$ cat src/verilog/fps_pkg.sv
package fps_pkg;

  localparam int CLK_NS = 4;
  localparam int DLY_W = 16;
  localparam int TMO_W = 40;

  ////////////////////////////////////////////////////////////////////////////
  // register map, one aligned word each
  localparam logic [7:0] REG_CTRL = 8'h00;
  localparam logic [7:0] REG_ADDR = 8'h04;
  localparam logic [7:0] REG_WDATA = 8'h08;
  localparam logic [7:0] REG_STATUS = 8'h0C;
  localparam logic [7:0] REG_RDATA = 8'h10;

  localparam int CTRL_START = 0;
  localparam int CTRL_OP_LSB = 1;
  localparam int CTRL_CLS_LSB = 4;
  localparam int CTRL_ALG = 7;
  localparam int STAT_BUSY = 0;
  localparam int STAT_RES_LSB = 1;
  localparam int STAT_PDOWN = 4;

  // status bits of the polled byte
  localparam int DATA_POLL_BIT = 7;
  localparam int TOGGLE_BIT = 6;
  localparam int FAIL_LIMIT_FLAG = 5;
  localparam int BUFFER_ABORT_BIT = 1;

  ////////////////////////////////////////////////////////////////////////////
  typedef enum logic [2:0] {
    OP_WRITE = 3'b000,
    OP_READ = 3'b001,
    OP_POLL_DATA = 3'b010,
    OP_POLL_TOGGLE = 3'b011,
    OP_RESTART = 3'b100,
    OP_PD_ENTER = 3'b101,
    OP_PD_EXIT = 3'b110
  } fps_op_t;

  typedef enum logic [2:0] {
    RES_NONE = 3'b000,
    RES_PASS = 3'b001,
    RES_FAIL = 3'b010,
    RES_ABORT = 3'b011,
    RES_TIMEOUT = 3'b100,
    RES_BADOP = 3'b101
  } fps_res_t;

  localparam logic [2:0] CLS_WORD = 3'h0;
  localparam logic [2:0] CLS_BUFFER = 3'h1;
  localparam logic [2:0] CLS_SECTOR = 3'h2;
  localparam logic [2:0] CLS_CHIP_ERASE = 3'h3;
  localparam logic [2:0] CLS_CHIP_PROG = 3'h4;

  ////////////////////////////////////////////////////////////////////////////
  // pin timing, least times rounded up
  localparam int WR_PULSE_NS = 35;
  localparam int WR_HIGH_NS = 30;
  localparam int RD_ACCESS_NS = 100;
  localparam int RD_GAP_NS = 35;
  localparam int SYNC_CYC = 2;
  localparam int RP_BUSY_NS = 10_000;
  localparam int RP_IDLE_NS = 500;
  localparam int RH_NS = 200;
  localparam int READY_BUSY_NS = 20_000;
  localparam int READY_IDLE_NS = 500;
  localparam int PD_ENTRY_NS = 20_000;
  localparam int PD_EXIT_NS = 200_000;

  localparam logic [DLY_W-1:0] WR_PULSE_CYC = DLY_W'((WR_PULSE_NS + CLK_NS - 1) / CLK_NS);
  localparam logic [DLY_W-1:0] WR_HIGH_CYC = DLY_W'((WR_HIGH_NS + CLK_NS - 1) / CLK_NS);
  localparam logic [DLY_W-1:0] RD_ACCESS_CYC = DLY_W'((RD_ACCESS_NS + CLK_NS - 1) / CLK_NS + SYNC_CYC + 1);
  localparam logic [DLY_W-1:0] RD_GAP_CYC = DLY_W'((RD_GAP_NS + CLK_NS - 1) / CLK_NS);
  localparam logic [DLY_W-1:0] RP_BUSY_CYC = DLY_W'((RP_BUSY_NS + CLK_NS - 1) / CLK_NS);
  localparam logic [DLY_W-1:0] RP_IDLE_CYC = DLY_W'((RP_IDLE_NS + CLK_NS - 1) / CLK_NS);
  localparam logic [DLY_W-1:0] RH_CYC = DLY_W'((RH_NS + CLK_NS - 1) / CLK_NS);
  localparam logic [DLY_W-1:0] READY_IDLE_CYC = DLY_W'((READY_IDLE_NS + CLK_NS - 1) / CLK_NS);
  localparam logic [DLY_W-1:0] READY_BUSY_CYC = DLY_W'(READY_BUSY_NS / CLK_NS);
  localparam logic [DLY_W-1:0] PD_ENTRY_CYC = DLY_W'(PD_ENTRY_NS / CLK_NS);
  localparam logic [DLY_W-1:0] PD_EXIT_CYC = DLY_W'(PD_EXIT_NS / CLK_NS);

  ////////////////////////////////////////////////////////////////////////////
  // operation limits, longest times rounded down
  localparam longint NS_PER_S = 1_000_000_000;
  localparam longint WORD_PROG_MAX_NS = 360_000;
  localparam longint WORD_PROG_TYP_NS = 11_000;
  localparam longint SECTOR_ERASE_MAX_S = 5;
  localparam longint CHIP_ERASE_MAX_S = 300;
  localparam longint CHIP_PROG_MAX_S = 350;
  localparam longint SECTOR_WORDS = 65536;
  localparam longint SECTORS = 256;
  localparam longint BUFFER_WORDS = 32;

  // zero pass before erase is outside the quoted figures, so budget it apart
  localparam longint PREPROG_SECTOR_CYC = SECTOR_WORDS * WORD_PROG_TYP_NS / CLK_NS;
  localparam logic [TMO_W-1:0] TMO_WORD_CYC = TMO_W'(WORD_PROG_MAX_NS / CLK_NS);
  localparam logic [TMO_W-1:0] TMO_BUFFER_CYC = TMO_W'(BUFFER_WORDS * WORD_PROG_MAX_NS / CLK_NS);
  localparam logic [TMO_W-1:0] TMO_SECTOR_CYC =
    TMO_W'(SECTOR_ERASE_MAX_S * NS_PER_S / CLK_NS + PREPROG_SECTOR_CYC);
  localparam logic [TMO_W-1:0] TMO_CHIP_ERASE_CYC =
    TMO_W'(CHIP_ERASE_MAX_S * NS_PER_S / CLK_NS + SECTORS * PREPROG_SECTOR_CYC);
  localparam logic [TMO_W-1:0] TMO_CHIP_PROG_CYC = TMO_W'(CHIP_PROG_MAX_S * NS_PER_S / CLK_NS);

endpackage : fps_pkg

$ cat src/verilog/fps_tmr.sv
`timescale 1ns/1ps
`default_nettype none

module fps_tmr #(
  parameter int W = 16
) (
  // clock and reset
  input wire logic pclk,
  input wire logic presetn,
  // control
  input wire logic load,
  input wire logic [W-1:0] value,
  // state
  output logic done
);

  typedef struct packed {
    logic [W-1:0] count;
  } fps_tmr_regs_t;

  fps_tmr_regs_t s;
  fps_tmr_regs_t next_s;

  always_comb begin
    next_s = s;
    if (load) begin
      next_s.count = value;
    end else if (s.count != '0) begin
      next_s.count = s.count - 1'b1;
    end
  end

  always_ff @(posedge pclk or negedge presetn) begin
    if (!presetn) begin
      s <= '0;
    end else begin
      s <= next_s;
    end
  end

  assign done = (s.count == '0);

endmodule : fps_tmr

`default_nettype wire

$ cat src/verilog/fps_host.sv
// Function
// - data poll passes once data_poll_bit equals written data bit.
// - on fail_limit_flag with mismatch, read again; fail only if still mismatched.
// - buffered write only: buffer_abort_bit with mismatch, recheck, then report abort.
// - poll at programmed address, or inside the erased sector.
// - toggle method reads status twice and compares the toggle bit.
// - fail_limit_flag during toggling forces a second toggle check before failing.
// - restart_n low 10 us if algorithm busy, else 500 ns.
// - restart_n high at least 200 ns before any read.
// - erase budget adds the zero-programming pass outside quoted figures.
`timescale 1ns/1ps
`default_nettype none

module fps_host import fps_pkg::*; #(
  parameter logic [DLY_W-1:0] READY_BUSY_P = READY_BUSY_CYC,
  parameter logic [DLY_W-1:0] PD_ENTRY_P = PD_ENTRY_CYC,
  parameter logic [DLY_W-1:0] PD_EXIT_P = PD_EXIT_CYC,
  parameter logic [TMO_W-1:0] TMO_WORD_P = TMO_WORD_CYC,
  parameter logic [TMO_W-1:0] TMO_BUFFER_P = TMO_BUFFER_CYC,
  parameter logic [TMO_W-1:0] TMO_SECTOR_P = TMO_SECTOR_CYC,
  parameter logic [TMO_W-1:0] TMO_CHIP_ERASE_P = TMO_CHIP_ERASE_CYC,
  parameter logic [TMO_W-1:0] TMO_CHIP_PROG_P = TMO_CHIP_PROG_CYC
) (
  // clock and reset
  input wire logic pclk,
  input wire logic presetn,
  // apb slave
  input wire logic [7:0] paddr,
  input wire logic psel,
  input wire logic penable,
  input wire logic pwrite,
  input wire logic [31:0] pwdata,
  output logic pready,
  output logic [31:0] prdata,
  output logic pslverr,
  // flash pins
  output logic [23:0] flash_addr,
  output logic [15:0] flash_dq_out,
  output logic flash_dq_oe,
  input wire logic [15:0] flash_dq_in,
  output logic flash_ce_n,
  output logic flash_oe_n,
  output logic write_strobe_n,
  output logic restart_n
);

  typedef enum logic [2:0] {
    ST_IDLE = 3'b000,
    ST_WR_LOW = 3'b001,
    ST_WR_HIGH = 3'b010,
    ST_RD_LOW = 3'b011,
    ST_RD_HIGH = 3'b100,
    ST_EVAL = 3'b101,
    ST_RST_LOW = 3'b110,
    ST_WAIT = 3'b111
  } fps_state_t;

  typedef struct packed {
    fps_state_t st;
    fps_op_t op;
    logic [2:0] cls;
    logic alg_busy;
    logic [23:0] addr;
    logic [15:0] wdata;
    logic [15:0] rdata;
    logic [15:0] prev;
    logic [1:0] stage;
    logic busy;
    fps_res_t res;
    logic pdown;
    logic [15:0] dq_meta;
    logic [15:0] dq_sync;
    logic pready;
    logic pslverr;
    logic [31:0] prdata;
    logic [23:0] pin_addr;
    logic [15:0] dq_out;
    logic dq_oe;
    logic ce_n;
    logic oe_n;
    logic we_n;
    logic rst_n;
  } fps_regs_t;

  localparam fps_regs_t RESET_S = '{st: ST_IDLE, op: OP_WRITE, res: RES_NONE, ce_n: 1'b1, oe_n: 1'b1,
                                    we_n: 1'b1, rst_n: 1'b1, default: '0};
  // recovery after the pulse also covers the high time before a read
  localparam logic [DLY_W-1:0] REC_BUSY_CYC =
    (READY_BUSY_P > RP_BUSY_CYC + RH_CYC) ? DLY_W'(READY_BUSY_P - RP_BUSY_CYC) : RH_CYC;
  localparam logic [DLY_W-1:0] REC_IDLE_CYC =
    (READY_IDLE_CYC > RP_IDLE_CYC + RH_CYC) ? DLY_W'(READY_IDLE_CYC - RP_IDLE_CYC) : RH_CYC;

  fps_regs_t s;
  fps_regs_t n;
  logic dly_load;
  logic [DLY_W-1:0] dly_val;
  logic dly_done;
  logic tmo_load;
  logic [TMO_W-1:0] tmo_val;
  logic tmo_done;
  logic setup;
  logic wr;
  logic go;
  logic again;
  logic toggling;
  logic poll_ok;
  fps_res_t fin;

  fps_tmr #(.W(DLY_W)) u_dly (
    .pclk(pclk),
    .presetn(presetn),
    .load(dly_load),
    .value(dly_val),
    .done(dly_done)
  );

  fps_tmr #(.W(TMO_W)) u_tmo (
    .pclk(pclk),
    .presetn(presetn),
    .load(tmo_load),
    .value(tmo_val),
    .done(tmo_done)
  );

  ////////////////////////////////////////////////////////////////////////////
  always_comb begin
    n = s;
    dly_load = 1'b0;
    dly_val = '0;
    tmo_load = 1'b0;
    tmo_val = '0;
    again = 1'b0;
    fin = RES_NONE;
    toggling = s.rdata[TOGGLE_BIT] ^ s.prev[TOGGLE_BIT];
    poll_ok = (s.rdata[DATA_POLL_BIT] == s.wdata[DATA_POLL_BIT]);
    n.dq_meta = flash_dq_in;
    n.dq_sync = s.dq_meta;

    // apb: zero wait states, answer registered in the setup cycle
    setup = psel & ~penable;
    wr = psel & penable & s.pready & pwrite & ~s.pslverr;
    n.pready = setup;
    n.pslverr = 1'b0;
    n.prdata = '0;
    if (setup) begin
      case (paddr)
        REG_CTRL: n.prdata = {24'h000000, s.alg_busy, s.cls, s.op, 1'b0};
        REG_ADDR: n.prdata = {8'h00, s.addr};
        REG_WDATA: n.prdata = {16'h0000, s.wdata};
        REG_STATUS: n.prdata = {27'h0000000, s.pdown, s.res, s.busy};
        REG_RDATA: n.prdata = {16'h0000, s.rdata};
        default: n.pslverr = 1'b1;
      endcase
      if (pwrite) begin
        n.prdata = '0;
      end
    end
    // operands are frozen while an operation runs
    if (wr && !s.busy && paddr == REG_ADDR) begin
      n.addr = pwdata[23:0];
    end
    if (wr && !s.busy && paddr == REG_WDATA) begin
      n.wdata = pwdata[15:0];
    end
    go = wr && !s.busy && paddr == REG_CTRL;
    if (go) begin
      n.op = fps_op_t'(pwdata[CTRL_OP_LSB +: 3]);
      n.cls = pwdata[CTRL_CLS_LSB +: 3];
      n.alg_busy = pwdata[CTRL_ALG];
    end
    go = go && pwdata[CTRL_START];

    ////////////////////////////////////////////////////////////////////////////
    unique case (s.st)
      ST_IDLE: begin
        if (go) begin
          n.busy = 1'b1;
          n.res = RES_NONE;
          n.stage = 2'd0;
          n.pin_addr = n.addr;
          if (s.pdown && n.op != OP_PD_EXIT && n.op != OP_RESTART) begin
            n.busy = 1'b0;
            n.res = RES_BADOP;
          end else begin
            unique case (n.op)
              OP_WRITE, OP_PD_ENTER, OP_PD_EXIT: begin
                n.st = ST_WR_LOW;
                n.ce_n = 1'b0;
                n.we_n = 1'b0;
                n.dq_oe = 1'b1;
                n.dq_out = n.wdata;
                dly_load = 1'b1;
                dly_val = WR_PULSE_CYC;
              end
              OP_READ, OP_POLL_DATA, OP_POLL_TOGGLE: begin
                again = 1'b1;
                tmo_load = 1'b1;
                case (n.cls)
                  CLS_BUFFER: tmo_val = TMO_BUFFER_P;
                  CLS_SECTOR: tmo_val = TMO_SECTOR_P;
                  CLS_CHIP_ERASE: tmo_val = TMO_CHIP_ERASE_P;
                  CLS_CHIP_PROG: tmo_val = TMO_CHIP_PROG_P;
                  default: tmo_val = TMO_WORD_P;
                endcase
              end
              OP_RESTART: begin
                n.st = ST_RST_LOW;
                n.rst_n = 1'b0;
                dly_load = 1'b1;
                dly_val = n.alg_busy ? RP_BUSY_CYC : RP_IDLE_CYC;
              end
              default: begin
                n.busy = 1'b0;
                n.res = RES_BADOP;
              end
            endcase
          end
        end
      end
      ST_WR_LOW: begin
        if (dly_done) begin
          n.st = ST_WR_HIGH;
          n.we_n = 1'b1;
          n.ce_n = 1'b1;
          dly_load = 1'b1;
          dly_val = WR_HIGH_CYC;
        end
      end
      ST_WR_HIGH: begin
        if (dly_done) begin
          n.dq_oe = 1'b0;
          if (s.op == OP_PD_ENTER || s.op == OP_PD_EXIT) begin
            n.st = ST_WAIT;
            dly_load = 1'b1;
            dly_val = (s.op == OP_PD_ENTER) ? PD_ENTRY_P : PD_EXIT_P;
          end else begin
            n.st = ST_IDLE;
            n.busy = 1'b0;
            n.res = RES_PASS;
          end
        end
      end
      ST_RD_LOW: begin
        if (dly_done) begin
          n.prev = s.rdata;
          n.rdata = s.dq_sync;
          n.st = ST_RD_HIGH;
          n.ce_n = 1'b1;
          n.oe_n = 1'b1;
          dly_load = 1'b1;
          dly_val = RD_GAP_CYC;
        end
      end
      ST_RD_HIGH: begin
        if (dly_done) begin
          if (s.op == OP_READ) begin
            n.st = ST_IDLE;
            n.busy = 1'b0;
            n.res = RES_PASS;
          end else begin
            n.st = ST_EVAL;
          end
        end
      end
      ST_EVAL: begin
        if (s.op == OP_POLL_DATA) begin
          if (poll_ok) begin
            fin = RES_PASS;
          end else if (s.stage == 2'd1) begin
            fin = RES_FAIL;
          end else if (s.stage == 2'd2) begin
            fin = RES_ABORT;
          end else if (s.cls == CLS_BUFFER && s.rdata[BUFFER_ABORT_BIT]) begin
            again = 1'b1;
            n.stage = 2'd2;
          end else if (s.rdata[FAIL_LIMIT_FLAG]) begin
            again = 1'b1;
            n.stage = 2'd1;
          end else if (tmo_done) begin
            fin = RES_TIMEOUT;
          end else begin
            again = 1'b1;
          end
        end else begin
          unique case (s.stage)
            2'd0: begin
              again = 1'b1;
              n.stage = 2'd1;
            end
            2'd1: begin
              if (!toggling) begin
                fin = RES_PASS;
              end else if (s.rdata[FAIL_LIMIT_FLAG]) begin
                again = 1'b1;
                n.stage = 2'd2;
              end else if (tmo_done) begin
                fin = RES_TIMEOUT;
              end else begin
                again = 1'b1;
                n.stage = 2'd0;
              end
            end
            2'd2: begin
              again = 1'b1;
              n.stage = 2'd3;
            end
            2'd3: fin = toggling ? RES_FAIL : RES_PASS;
          endcase
        end
        if (!again) begin
          n.st = ST_IDLE;
          n.busy = 1'b0;
          n.res = fin;
        end
      end
      ST_RST_LOW: begin
        if (dly_done) begin
          n.st = ST_WAIT;
          n.rst_n = 1'b1;
          dly_load = 1'b1;
          dly_val = s.alg_busy ? REC_BUSY_CYC : REC_IDLE_CYC;
        end
      end
      ST_WAIT: begin
        if (dly_done) begin
          n.st = ST_IDLE;
          n.busy = 1'b0;
          n.res = RES_PASS;
          if (s.op == OP_PD_ENTER) begin
            n.pdown = 1'b1;
          end else if (s.op == OP_PD_EXIT) begin
            n.pdown = 1'b0;
          end
        end
      end
    endcase

    // common read launch, polling always at the operand address
    if (again) begin
      n.st = ST_RD_LOW;
      n.ce_n = 1'b0;
      n.oe_n = 1'b0;
      n.dq_oe = 1'b0;
      dly_load = 1'b1;
      dly_val = RD_ACCESS_CYC;
    end
  end

  always_ff @(posedge pclk or negedge presetn) begin
    if (!presetn) begin
      s <= RESET_S;
    end else begin
      s <= n;
    end
  end

  assign pready = s.pready;
  assign prdata = s.prdata;
  assign pslverr = s.pslverr;
  assign flash_addr = s.pin_addr;
  assign flash_dq_out = s.dq_out;
  assign flash_dq_oe = s.dq_oe;
  assign flash_ce_n = s.ce_n;
  assign flash_oe_n = s.oe_n;
  assign write_strobe_n = s.we_n;
  assign restart_n = s.rst_n;

  ////////////////////////////////////////////////////////////////////////////
  // checks; helper counters of restart pin low and high time
  logic [DLY_W-1:0] low_cnt;
  logic [DLY_W-1:0] high_cnt;

  always_ff @(posedge pclk or negedge presetn) begin
    if (!presetn) begin
      low_cnt <= '0;
      high_cnt <= '1;
    end else begin
      low_cnt <= s.rst_n ? '0 : DLY_W'(low_cnt + 1'b1);
      high_cnt <= !s.rst_n ? '0 : ((high_cnt == '1) ? high_cnt : DLY_W'(high_cnt + 1'b1));
    end
  end
endmodule : fps_host

`default_nettype wire

$ cat config.mk
export PLATFORM = sky130hd
export DESIGN_NAME = fps_host
export DESIGN_NICKNAME = d
export VERILOG_FILES = /design/src/verilog/fps_pkg.sv /design/src/verilog/fps_tmr.sv /design/src/verilog/fps_host.sv
export SDC_FILE = /design/constraint.sdc
export NUM_CORES = 1
export LEC_CHECK = 0
export BUFFER_PORTS_ARGS = -buffer_cell sky130_fd_sc_hd__buf_2
export CAP_MARGIN = 20
export CORE_ASPECT_RATIO = 1.25
export CORE_UTILIZATION = 54
export CTS_CLUSTER_DIAMETER = 120
export DETAILED_ROUTE_END_ITERATION = 7
export MAX_ROUTING_LAYER = met4
export PLACE_DENSITY = 0.75
export SLEW_MARGIN = 20
export SYNTH_ARGS = -nofsm -noshare
export SYNTH_HDL_FRONTEND = slang
export SYNTH_SLANG_ARGS = --single-unit
$ cat constraint.sdc
create_clock -name pclk -period 3.45 [get_ports pclk]
set_input_delay 0.69 -clock pclk [delete_from_list [all_inputs] [get_ports pclk]]
set_output_delay 0.69 -clock pclk [all_outputs]
set_load 0.005 [all_outputs]
# Word level (Yosys, flattened, before mapping)
# Cells that the tools add are included.
dict set report totals {
  ff_bits 247
  latch_bits 0
  mem_bits_rw 0
  mem_bits_ro 0
  wordCells 262
  mem_count 0
}
dict set report op_classes {
  n_addsub 2
  multipliers 0
  n_div 0
  n_lt_le_gt_ge 0
  eq_ne 62
  n_shift 0
  muxes 115
  bitwise_logic 9
  reduce_logical 48
}
# operator count
set ops {}
lappend ops {{40-bit 2-to-1 mux} 6}
lappend ops {{37-bit case mux with 4 select lines} 1}
lappend ops {{24-bit case mux with 5 select lines} 1}
lappend ops {{16-bit 2-to-1 mux} 7}
lappend ops {{16-bit case mux with 5 select lines} 1}
lappend ops {{3-bit 2-to-1 mux} 21}
lappend ops {{12-bit 2-to-1 mux} 5}
lappend ops {{3-bit inequality test, second input constant} 15}
lappend ops {{40-bit logical NOT} 1}
lappend ops {{40-bit nonzero test} 1}
lappend ops {{40-bit by 1-bit subtractor with 40-bit output, second input constant} 1}
lappend ops {{4-bit 2-to-1 mux} 9}
lappend ops {{33-bit 2-to-1 mux} 1}
lappend ops {{2-bit 2-to-1 mux} 16}
lappend ops {{32-bit 2-to-1 mux} 1}
lappend ops {{3-bit == test, second input constant} 10}
lappend ops {{1-bit 2-to-1 mux} 28}
lappend ops {{24-bit 2-to-1 mux} 1}
lappend ops {{12-bit case mux with 2 select lines} 1}
lappend ops {{3-bit case mux with 8 select lines} 1}
lappend ops {{3-bit by 2-bit == test with 1-bit output, second input constant} 7}
lappend ops {{2-bit inequality test, second input constant} 10}
lappend ops {{4-bit case mux with 5 select lines} 1}
lappend ops {{8-bit by 4-bit == test with 1-bit output, second input constant} 2}
lappend ops {{other kinds (48)} 88}

# Logic depth before layout (Yosys ltp)
# Gate-level depths: netlist of the first run.
dict set report logic_depth {
  word_depth 15
  depth_mapped 10
}

# Hierarchy
# A second synthesis of the first run with hierarchy kept.
dict set report hier_totals {
  hier_cells 1037
  area_unflattened_um2 11471.0
}
# module instances cells_per_inst area_per_inst_um2 seq_area_each_um2
set by_module_without_submodules {}
lappend by_module_without_submodules {fps_host 1 678 8114.0 4434.3}
lappend by_module_without_submodules {{fps_tmr at u_tmo} 1 255 2351.0 1001.0}
lappend by_module_without_submodules {{fps_tmr at u_dly} 1 104 1006.0 400.4}

# Worst setup path after synthesis of the first run
# No wires, ideal clock.
dict set report synth_timing {
  path_type {input-to-reg}
  from {in paddr[4]}
  to {reg s, in the netlist flash_dq_out[5]}
  setup_time_ns 0.125
  arrival_time_ns 3.439
  required_ns 3.325
  path_slack_ns -0.114
  path_stages 10
  path_buffers 4
  cell_sequence {clkbuf_1 > or4_1 > or2_2 > clkbuf_1 > nor3b_1 > and2_1 > buf_2 > buf_2 > mux2_2 > mux2_2}
}
# item line
set synth_rtl {}
lappend synth_rtl {{start: declaration} fps_host.sv:28} ;# input wire logic [7:0] paddr,
lappend synth_rtl {{end signal: assignment} fps_host.sv:353} ;# s <= n;
lappend synth_rtl {{end: declaration} fps_host.sv:93} ;# fps_regs_t s;

# Worst setup path in the final report of the first run
dict set report layout_timing {
  from {reg u_tmo.s[22] (netlist bit)}
  to {reg s[114] (netlist bit)}
}
dict set report layout_between {
  elab_chain_cells 11
}
# item line
set layout_rtl {}
lappend layout_rtl {{start: declaration} fps_tmr.sv:21} ;# fps_tmr_regs_t s;
lappend layout_rtl {{start signal: assignment} fps_tmr.sv:37} ;# s <= next_s;
lappend layout_rtl {{40-bit logical NOT *} fps_tmr.sv:41} ;# assign done = (s.count == '0);
lappend layout_rtl {{1-bit 2-to-1 mux} {fps_host.sv:279, fps_host.sv:296}}
lappend layout_rtl {{1-bit 2-to-1 mux} fps_host.sv:293} ;# end else if (s.rdata[FAIL_LIMIT_FLAG]) begin
lappend layout_rtl {{1-bit 2-to-1 mux} fps_host.sv:273} ;# end else if (s.cls == CLS_BUFFER && s.rdata[BUFFER_ABORT_BIT]) begin
lappend layout_rtl {{1-bit 2-to-1 mux} fps_host.sv:271} ;# end else if (s.stage == 2'd2) begin
lappend layout_rtl {{1-bit 2-to-1 mux} fps_host.sv:269} ;# end else if (s.stage == 2'd1) begin
lappend layout_rtl {{1-bit 2-to-1 mux} fps_host.sv:267} ;# if (poll_ok) begin
lappend layout_rtl {{1-bit 2-to-1 mux} fps_host.sv:266} ;# if (s.op == OP_POLL_DATA) begin
lappend layout_rtl {{1-bit 2-to-1 mux} fps_host.sv:174} ;# unique case (s.st)
lappend layout_rtl {{2-bit inequality test (no source line)} -}
lappend layout_rtl {{8-bit AND reduction (no source line)} -}
# Every way passes the cells marked *; elsewhere a longest branch is shown, timed or not. The select of a mux whose other input is x is not followed.
# A chain may end at the register's enable or synchronous reset.

==> run_results.csv, run 1 <==
group,metric,value,unit
sta,timing.final.ws_setup,278,ps
clocking,postCtsSetupBuffers,0,
sta,slew_headroom,51.4,%
route,num_vias,8302,
logic_synthesis,synth_cell_types,68,
global_routing,grt_pass1_wl,44.1,mm
global_routing,antenna_found_initial,0,
logic_synthesis,netlist_area,11300,sq um
sta,rsz0062_at_grt,"no",
logic_synthesis,synth_area_per_cell,10.9,sq um
logic_synthesis,synth_top_area_share,50.8,%
die,rows,58,
critical_path,critPathLaunchType,"flip-flop",
die,core,20300,sq um
pwr,vdd_drop_max,0.451,mV
die,start_util,55.5,%
placement,post-dp-hpwl,19.3,mm
logic_synthesis,postSynthCellCount,1037,
sta,fin_skew,11.2,ps
clocking,cts-buffers-inserted,24,
critical_path,worst_ep_required_time,3850,ps
die,die_w,131,um
pwr,power.density,442,nW/um^2
route,wirelength,27.4,mm
pwr,leakagePower,6.15,nW
clocking,clockBufferDepth,3,
clocking,cts-root-buf,"clkbuf_16",
route,ant_nets,0,
cells_and_area,final_common_cell,"dfrtp_1",
cells_and_area,register_area,5840,sq um
logic_synthesis,synth_seq_cells,233,
route,drc,0,
logic_synthesis,synthFlopType,"dfrtp_1",
clocking,cts.sinks,233,
cells_and_area,multi_input_area,4730,sq um
route,vias_per_cell,5.89,
cells_and_area,final_cell_mix,"dfrtp_1, buf_2, mux2_2",
logic_synthesis,yosysSeqAreaShare,51.7,%
sta,setup_viol,0,
placement,place.port_buffers,123,
clocking,htreeDepth,1,
global_routing,gr-total-overflow,0,
route,wl_per_cell,19.4,um
critical_path,critPathCaptureType,"flip-flop",
clocking,tritoncts,"yes",
sta,fin_crit,3170,ps
sta,fin_crit_sh,91.9,%
placement,gp_congestion,0.916,
sta,fmax,0.315,GHz
logic_synthesis,ys_async_sr_fraction,100,%
critical_path,arrival,3570,ps
cells_and_area,layout-drive-gt1-share,31.1,%
clocking,cts.clk_slew.worst_paths,70,ps
global_routing,grt_pass1_vias,8485,
logic_synthesis,synth_edf_count,0,
cells_and_area,finish.utilization,63.5,%
clocking,clock_latency,510,ps
pwr,power.total,5.71,mW
cells_and_area,syn2layout_area_growth,14.3,%
cells_and_area,nets,1191,
cells_and_area,num-fill-cells,1640,
die,dieHeight,164,um
logic_synthesis,yosysTopAreaCell,"dfrtp_1",
sta,worst_slew_pin_slew,729,ps
sta,hold_viol,0,
sta,drv_slew,0,
critical_path,worstSetupPathType,"flip-flop to flip-flop",
critical_path,path_max_fanout,13,
outcome,status,"completed",
global_routing,track_usage,26.8,%
logic_synthesis,synth_area_leaders,"dfrtp_1, mux2_2, buf_4, nor2_1, xor2_1",
die,dieArea,21500,sq um
die,ios,140,
global_routing,grt_max_degree,96,
worst_hold_path,hold_path.class,"input pin to asynchronous set/reset pin",
route,dr.pass1.iters,6,
cells_and_area,antenna_cells,0,
sta,setup_tns,0,ps
route,drt-initial-drc-count,655,
logic_synthesis,synth_warnings,0,
run,drv_cap,0,
placement,dp_slack,72.4,ps
[synthesized netlist by cell type, drive strengths merged (3+ instances only)]
library cell,instances
a211oi,10
a21o,6
a21oi,48
a222oi,11
a31oi,5
and2,15
and3,5
and4,4
buf,79
clkbuf,42
dfrtp,229
dfstp,4
ha,8
inv,16
mux2,111
mux2i,14
nand2,49
nand2b,6
nand3,26
nand3b,3
nand4,20
nor2,99
nor2b,9
nor3,29
nor3b,7
nor4,28
o21ai,27
o22ai,4
o31ai,9
or2,5
or3,8
or4,14
or4b,3
xnor2,20
xor2,29
[stage by stage]
stage          std cells  instance area [sq um]  hold slack, ps
2_1_floorplan       1044                  11300             331
3_3_place_gp        1366                  12000             332
3_5_place_dp        1366                  12000             335
4_1_cts             1410                  12900             219
5_1_grt             1410                  12900             242
6_report            1410                  12900             171
[cells by family after synthesis]
kind of cell             Yosys count  share of synthesized area, %
AO/OA/AOI/OAI                    146                          8.60
XOR/XNOR                          49                          3.80
adder cells (fa/ha/maj)            8                         0.887
buffers and inverters            137                          7.01
flip-flops                       233                          51.7
multiplexers                     125                          12.3
other                              1                        0.0332
AND/OR/NAND/NOR                  338                          15.6
[cell type report]
| cell class | instances | area share (%) |
|---|---|---|
| inverters | 16 | 0.466 |
| multi-input cells | 674 | 36.7 |
| clock inverters | 14 | 1.45 |
| repair buffers | 173 | 8.24 |
| clock buffers | 30 | 5.31 |
| well taps | 270 | 2.62 |
| flip-flops and latches | 233 | 45.2 |
[routing by layer]
metal | global-route usage, % | share of wire [%] | wire (um)
met4 | 9.99 | 3.1 | 839
met5 | - | 0 | 0
met3 | 4.72 | 6.4 | 1770
met2 | 45.8 | 51 | 14000
met1 | 31.7 | 39 | 10800
[critical path, stage by stage (launching register included)]
cell	delay [ps]
dfrtp_1	420
or4_4	570
or4_1	440
or4_1	590
buf_4	230
o21ai_2	220
nand3_1	260
mux2_2	340
[registers in the layout, summed over array words and instances, names as in the netlist, 16 cells and up]
register and count:
s 90, u_tmo.s 40, flash_addr 24, prdata 24
flash_dq_out 16, n 16, u_dly.s 16
[power breakdown]
part | internal, mW | switching, mW
Combinational | 0.0408 | 0.0972
Clock | 1.72 | 1.09
Sequential | 2.75 | 0.00647
[final timing paths]
check / from / depth (start not counted) / slack [ps] / end
worst max-delay path: u_tmo.s[22] / 7 / 280 / s[114]
worst min-delay path: presetn / 1 / 170 / s[199]
worst max register to register: u_tmo.s[22] / 7 / 280 / s[114]
worst min register to register: n[91] / 0 / 350 / s[91]
max in group asynchronous: presetn / 2 / 2360 / s[87]
min in group pclk: flash_dq_in[2] / 1 / 280 / n[81]
[what timing repair did]
action                                  CTS  global route
gates resized for setup                   0             1
endpoints found under the setup margin    0             4
hold buffers                              0             0
No activity file was read; power rests on OpenSTA's default activity.
==> inputs of run 2 (changes only) <==
--- a/config.mk
+++ b/config.mk
@@ -5,6 +5,7 @@
 export SDC_FILE = /design/constraint.sdc
 export NUM_CORES = 1
 export LEC_CHECK = 0
+export ABC_AREA = 1
 export BUFFER_PORTS_ARGS = -buffer_cell sky130_fd_sc_hd__buf_2
 export CAP_MARGIN = 20
 export CORE_ASPECT_RATIO = 1.25
@@ -12,7 +13,7 @@
 export CTS_CLUSTER_DIAMETER = 120
 export DETAILED_ROUTE_END_ITERATION = 7
 export MAX_ROUTING_LAYER = met4
-export PLACE_DENSITY = 0.75
+export PLACE_DENSITY_LB_ADDON = 0.1
 export SLEW_MARGIN = 20
 export SYNTH_ARGS = -nofsm -noshare
 export SYNTH_HDL_FRONTEND = slang
==> run 2 against run 1 <==
  * Synthesized cell count up 30%
  * Sequential share of layout area shrank 0.18 points
  * Synthesized area is 3.2% higher
  * Critical path type unchanged
  * Critical endpoint is now s[149]
  * Largest cell class unchanged
  * Highest routed layer unchanged
==> run_results.csv, run 2 <==
group,metric,value,unit
outcome,status,"completed",
cells_and_area,top_regs,"s (90), u_tmo.s (40)",
placement,gp_congestion,0.927,
logic_synthesis,yosysSeqAreaShare,50.1,%
critical_path,crit_family,"simple AND/OR/NAND/NOR gates",
logic_synthesis,yosysMostFrequentCell,"nand2_1",
sta,fin_skew,11.6,ps
global_routing,gr-usage-met2,42.1,%
pwr,leakagePower,6.93,nW
die,dieHeight,166,um
clocking,cts-buffers-inserted,24,
die,rows,59,
clocking,postCtsSetupBuffers,0,
route,ant_nets,0,
logic_synthesis,synth_cell_types,53,
route,wirelength,26.7,mm
critical_path,rr_worst_depth,9,
logic_synthesis,synth_warnings,0,
critical_path,slowest_delay,440,ps
sta,setup_tns,0,ps
logic_synthesis,netlist_area,11600,sq um
sta,drv_slew,0,
logic_synthesis,synthFlopType,"dfrtp_1",
pwr,power.total,5.57,mW
route,wl_per_cell,15.5,um
critical_path,crit_path_top_delay_cell,"nor4_1",
clocking,htreeDepth,1,
route,num_vias,8930,
critical_path,reg2reg_slack,860,ps
sta,worst_slew_pin_slew,672,ps
pwr,vdd_drop_max,0.375,mV
logic_synthesis,yosysTopAreaCell,"dfrtp_1",
critical_path,path_cells,"inv_1 > ha_1 > inv_1 > nor4_1 > nand2_1 > nor2_1 > inv_1 > nand2_1 > nand2_1",
global_routing,use_met3,2.69,%
global_routing,antenna_found_initial,0,
global_routing,track_usage,25.9,%
route,dr.pass1.iters,5,
die,ios,140,
cells_and_area,antenna_cells,0,
critical_path,arrival,3000,ps
route,vias_per_cell,5.20,
logic_synthesis,synth_area_leaders,"dfrtp_1, nand2_1, buf_4, inv_1, nor2_1",
sta,slew_headroom,55.2,%
sta,fmax,0.386,GHz
placement,place.port_buffers,123,
critical_path,r2r-start,"u_dly.s[0]",
logic_synthesis,synth_top_area_share,49.2,%
cells_and_area,final_cell_mix,"nand2_1, dfrtp_1, inv_1",
run,drv_cap,0,
sta,fin_crit,2590,ps
logic_synthesis,ys_async_sr_fraction,100,%
critical_path,critPathLaunchType,"flip-flop",
logic_synthesis,postSynthCellCount,1349,
critical_path,critPathCaptureType,"flip-flop",
die,start_util,55.6,%
cells_and_area,final_common_cell,"nand2_1",
die,die_w,133,um
sta,fin_crit_sh,75.1,%
clocking,tritoncts,"yes",
cells_and_area,nets,1494,
clocking,clockBufferDepth,3,
logic_synthesis,synth_edf_count,0,
critical_path,worst_ep_required_time,3860,ps
worst_hold_path,hold_path.class,"input pin to asynchronous set/reset pin",
cells_and_area,layout-drive-gt1-share,19.5,%
global_routing,grt_pass1_vias,8814,
global_routing,grt_use_met1,33.8,%
cells_and_area,syn2layout_area_growth,11.2,%
global_routing,grt_pass1_wl,44.5,mm
pwr,power.density,430,nW/um^2
critical_path,worstSetupPathType,"flip-flop to flip-flop",
global_routing,grt_max_degree,86,
critical_path,cp_num_buf_inv,3,
sta,rsz0062_at_grt,"no",
logic_synthesis,synth_area_per_cell,8.63,sq um
sta,hold_viol,0,
cells_and_area,num-fill-cells,1857,
sta,setup_viol,0,
logic_synthesis,synth_seq_cells,233,
route,drt-initial-drc-count,515,
placement,post-dp-hpwl,19.5,mm
cells_and_area,largest-register,"s",
clocking,cts_hold_buffers,0,
clocking,cts.clk_slew.worst_paths,60,ps
clocking,cts.sinks,233,
die,core,21000,sq um
clocking,postCtsResizedCells,0,
route,drc,0,
clocking,clock_latency,520,ps
die,dieArea,22200,sq um
critical_path,timing.rr.end,"s[149]",
clocking,cts-root-buf,"clkbuf_16",
global_routing,top_usage_layer,"met2",
critical_path,path_max_fanout,13,
logic_synthesis,synth_common_cells,"nand2_1, dfrtp_1, inv_1, nor2_1, buf_4",
cells_and_area,largest_register_ffs,90,
global_routing,gr-total-overflow,0,
-- run 2: cell count changes after synthesis, sizes merged, moves of 23 or more --
cell | before | now
clkbuf | 42 | 11
inv | 16 | 150
mux2 | 111 | 24
nand2 | 49 | 326
nand3 | 26 | 58
nor2 | 99 | 156
nor4 | 28 | 5
o21ai | 27 | 88
-- run 2: worst max path at each step --
stage / from / endpoint / slack (ps) / depth (start not counted)
after floorplan: paddr[1] / u_tmo.s[30] / 1190 / 12
after global placement: paddr[1] / s[197] / 530 / 17
after detailed placement: paddr[1] / s[199] / 490 / 17
after CTS: u_dly.s[0] / s[149] / 880 / 9
after global routing: u_dly.s[0] / s[124] / 530 / 9
final: u_dly.s[0] / s[149] / 860 / 9
-- run 2: final cells by class --
cell class	instances	area (sq um)	share of cell area, %
multi-input combinational	873	4590	35.4
timing repair buffer	140	778	6.01
tap	274	343	2.65
clock buffer	30	673	5.20
sequential	233	5840	45.1
clock inverter	14	159	1.23
inverter	153	574	4.43
-- run 2: per-layer routing --
layer  vias to the layer above  wire length, um
li1                       4434                -
met1                      4219            11900
met2                       223            12800
met3                        54             1160
met4                         0              784
met5                         -                0
-- run 2: cell families after synthesis --
group,Yosys count,synth area share [%]
buffers and inverters,250,10.8
DFF,233,50.1
adders and majority gates,8,0.859
and+or+nand+nor,602,23.7
muxes,25,2.41
other,1,0.0322
AOI/OAI and AO/OA,197,9.70
xor gates and xnor gates,33,2.48
-- run 2: power breakdown --
group	internal (mW)	total (mW)	switching, mW
combinational	0.0333	0.118	0.0851
sequential	2.75	2.76	0.00634
clock	1.61	2.69	1.08
-- run 2: per-stage QoR --
step	instance area [sq um]	hold WS, ps	std cells	worst slack, ps	utilization [%]
global placement	12100	333	1673	533	57.8
detailed placement	12100	335	1673	492	57.8
CTS	13000	189	1717	884	61.8
global route	13000	221	1717	534	61.8
finish	13000	160	1717	859	61.8
floorplan	11700	331	1356	1190	-
-- run 2: worst reg2reg max path: stages (launching register included) --
cell     delay (ps)
dfrtp_1         380
inv_1           100
ha_1            180
inv_1            70
nor4_1          440
nand2_1         290
nor2_1          440
inv_1           350
nand2_1         160
nand2_1          70
==> inputs of run 3 (changes only) <==
--- a/config.mk
+++ b/config.mk
@@ -5,7 +5,7 @@
 export SDC_FILE = /design/constraint.sdc
 export NUM_CORES = 1
 export LEC_CHECK = 0
-export ABC_AREA = 1
+export ABC_AREA = 0
 export BUFFER_PORTS_ARGS = -buffer_cell sky130_fd_sc_hd__buf_2
 export CAP_MARGIN = 20
 export CORE_ASPECT_RATIO = 1.25
==> constraint.sdc (replaced) <==
create_clock -name pclk -period 2.6 [get_ports pclk]
set_input_delay 0.52 -clock pclk [delete_from_list [all_inputs] [get_ports pclk]]
set_output_delay 0.52 -clock pclk [all_outputs]
set_load 0.005 [all_outputs]
==> run 3 against run 2 <==
  * The flow now finishes with violations (negative setup slack)
  * Design area grew 8.4%
  * Largest cell class unchanged
  * Worst setup slack lost 1200 ps
  * Clock power grew 33%
  * Critical path depth shrank 1
  * Sequential cell count is the same
  * Register-to-register slack lost 1200 ps
  * Critical path type unchanged
==> run_results.csv, run 3 (synthesis gave the netlist of run 1 again) <==
group,metric,value,unit
cells_and_area,syn2layout_area_growth,24.4,%
cells_and_area,top_regs,"s (90), u_tmo.s (40)",
clocking,clockBufferDepth,3,
cells_and_area,largest_register_ffs,90,
sta,setup_tns,-4820,ps
sta,worst_slew_pin_slew,625,ps
sta,fin_crit_sh,112,%
pwr,vdd_drop_max,0.658,mV
critical_path,critPathCaptureType,"flip-flop",
sta,hold_viol,0,
die,start_util,55.5,%
critical_path,r2r-start,"u_tmo.s[25]",
global_routing,antenna_found_initial,0,
route,drc,0,
die,dieArea,21500,sq um
cells_and_area,stdcell_area,14000,sq um
route,ant_nets,0,
sta,setup_viol,32,
cells_and_area,antenna_cells,0,
placement,gp_congestion,0.918,
cells_and_area,largest-register,"s",
clocking,htreeDepth,1,
sta,hold_slack,105,ps
global_routing,grt_pass1_vias,8651,
cells_and_area,layout-drive-gt1-share,37.9,%
clocking,tritoncts,"yes",
sta,fin_crit,2920,ps
sta,rsz0062_at_grt,"yes",
sta,fmax,0.343,GHz
pwr,leakagePower,6.74,nW
route,dr.pass1.iters,6,
critical_path,startpoint,"u_tmo.s[25]",
clocking,cts.clk_slew.worst_paths,60,ps
route,num_vias,8541,
critical_path,worstSetupPathType,"flip-flop to flip-flop",
clocking,cts.sinks,233,
route,wl_met1,12.2,mm
route,wirelength,29.3,mm
placement,post-dp-hpwl,20.7,mm
sta,timing.final.ws_setup,-318,ps
cells_and_area,finish.utilization,69.1,%
placement,numPlacedInstances,1453,
global_routing,gr-total-overflow,0,
critical_path,critPathLaunchType,"flip-flop",
critical_path,timing.rr.end,"u_dly.s[11]",
critical_path,arrival,3320,ps
route,wl_met3,1.37,mm
cells_and_area,num-fill-cells,1559,
die,rows,58,
route,wl_per_cell,19.6,um
die,ios,140,
critical_path,crit_path_end,"u_dly.s[11]",
run,drv_cap,0,
placement,dpl_cell_area,13000,sq um
route,drt-initial-drc-count,610,
placement,dp_slack,-259,ps
die,die_w,131,um
cells_and_area,nets,1283,
global_routing,track_usage,28.6,%
pwr,power.total,7.46,mW
route,vias_per_cell,5.71,
outcome,violations,"negative setup slack",
die,dieHeight,164,um
critical_path,path_max_fanout,6,
clocking,cts-buffers-inserted,24,
outcome,status,"complete, but fails checks",
sta,fin_skew,9.94,ps
sta,slew_headroom,58.2,%
critical_path,worst_ep_required_time,3000,ps
global_routing,grt_max_degree,67,
pwr,power.density,531,nW/um^2
route,top_layer,"met4",
sta,drv_slew,0,
worst_hold_path,hold_path.class,"input pin to flip-flop",
die,core,20300,sq um
cells_and_area,final_cells,1497,
cells_and_area,final_common_cell,"dfrtp_1",
clocking,cts-root-buf,"clkbuf_16",
route,wl_met2,15.0,mm
placement,place.port_buffers,123,
critical_path,rr_worst_depth,8,
critical_path,reg2reg_slack,-320,ps
cells_and_area,final_cell_mix,"dfrtp_1, buf_4, buf_2",
global_routing,grt_pass1_wl,46.6,mm
clocking,clock_latency,520,ps
-- run 3: repair_timing --
item                       CTS  global route
hold endpoints to repair    55             0
buffers inserted             2             3
gates resized for setup     14            26
hold buffers                 1             0
pin swaps                    3            13
gates cloned                 0             0
setup endpoints to repair   35            58
-- run 3: worst min-delay path by stage --
stage | start | to | cells after the start
2_1_floorplan | presetn | flash_addr[0] | 0
6_report | flash_dq_in[5] | n[84] | 1
4_1_cts | flash_dq_in[9] | n[88] | 1
3_5_place_dp | n[89] | s[89] | 0
5_1_grt | flash_dq_in[10] | n[89] | 1
3_3_place_gp | n[90] | s[90] | 0
-- run 3: area by class of cell --
cell class / count / area, sq um / share of cell area [%]
Sequential cell: 233 / 5840 / 41.6
Multi-Input combinational cell: 674 / 5140 / 36.7
Timing Repair Buffer: 265 / 1840 / 13.1
Clock buffer: 33 / 706 / 5.03
Tap cell: 270 / 338 / 2.41
Clock inverter: 6 / 113 / 0.802
Inverter: 16 / 60.1 / 0.428
-- run 3: power breakdown --
group	switching, mW	internal (mW)	total, mW
clock network	1.40	2.18	3.58
logic	0.140	0.0728	0.213
registers	0.00776	3.65	3.66
total	1.55	5.91	7.46
-- run 3: critical path: stages, from the launching register on --
cell and delay [ps]:
dfrtp_1 400, or4_4 550, or4_4 500, or4_4 480
o21a_4 240, buf_4 180, nor4_2 220, buf_4 190
a21oi_1 40
-- run 3: metal layers --
metal | track usage [%] | vias to the layer above
met5 | - | -
met4 | 8.99 | 0
met3 | 3.79 | 55
met2 | 49.2 | 260
met1 | 35.1 | 4238
li1 | - | 3988
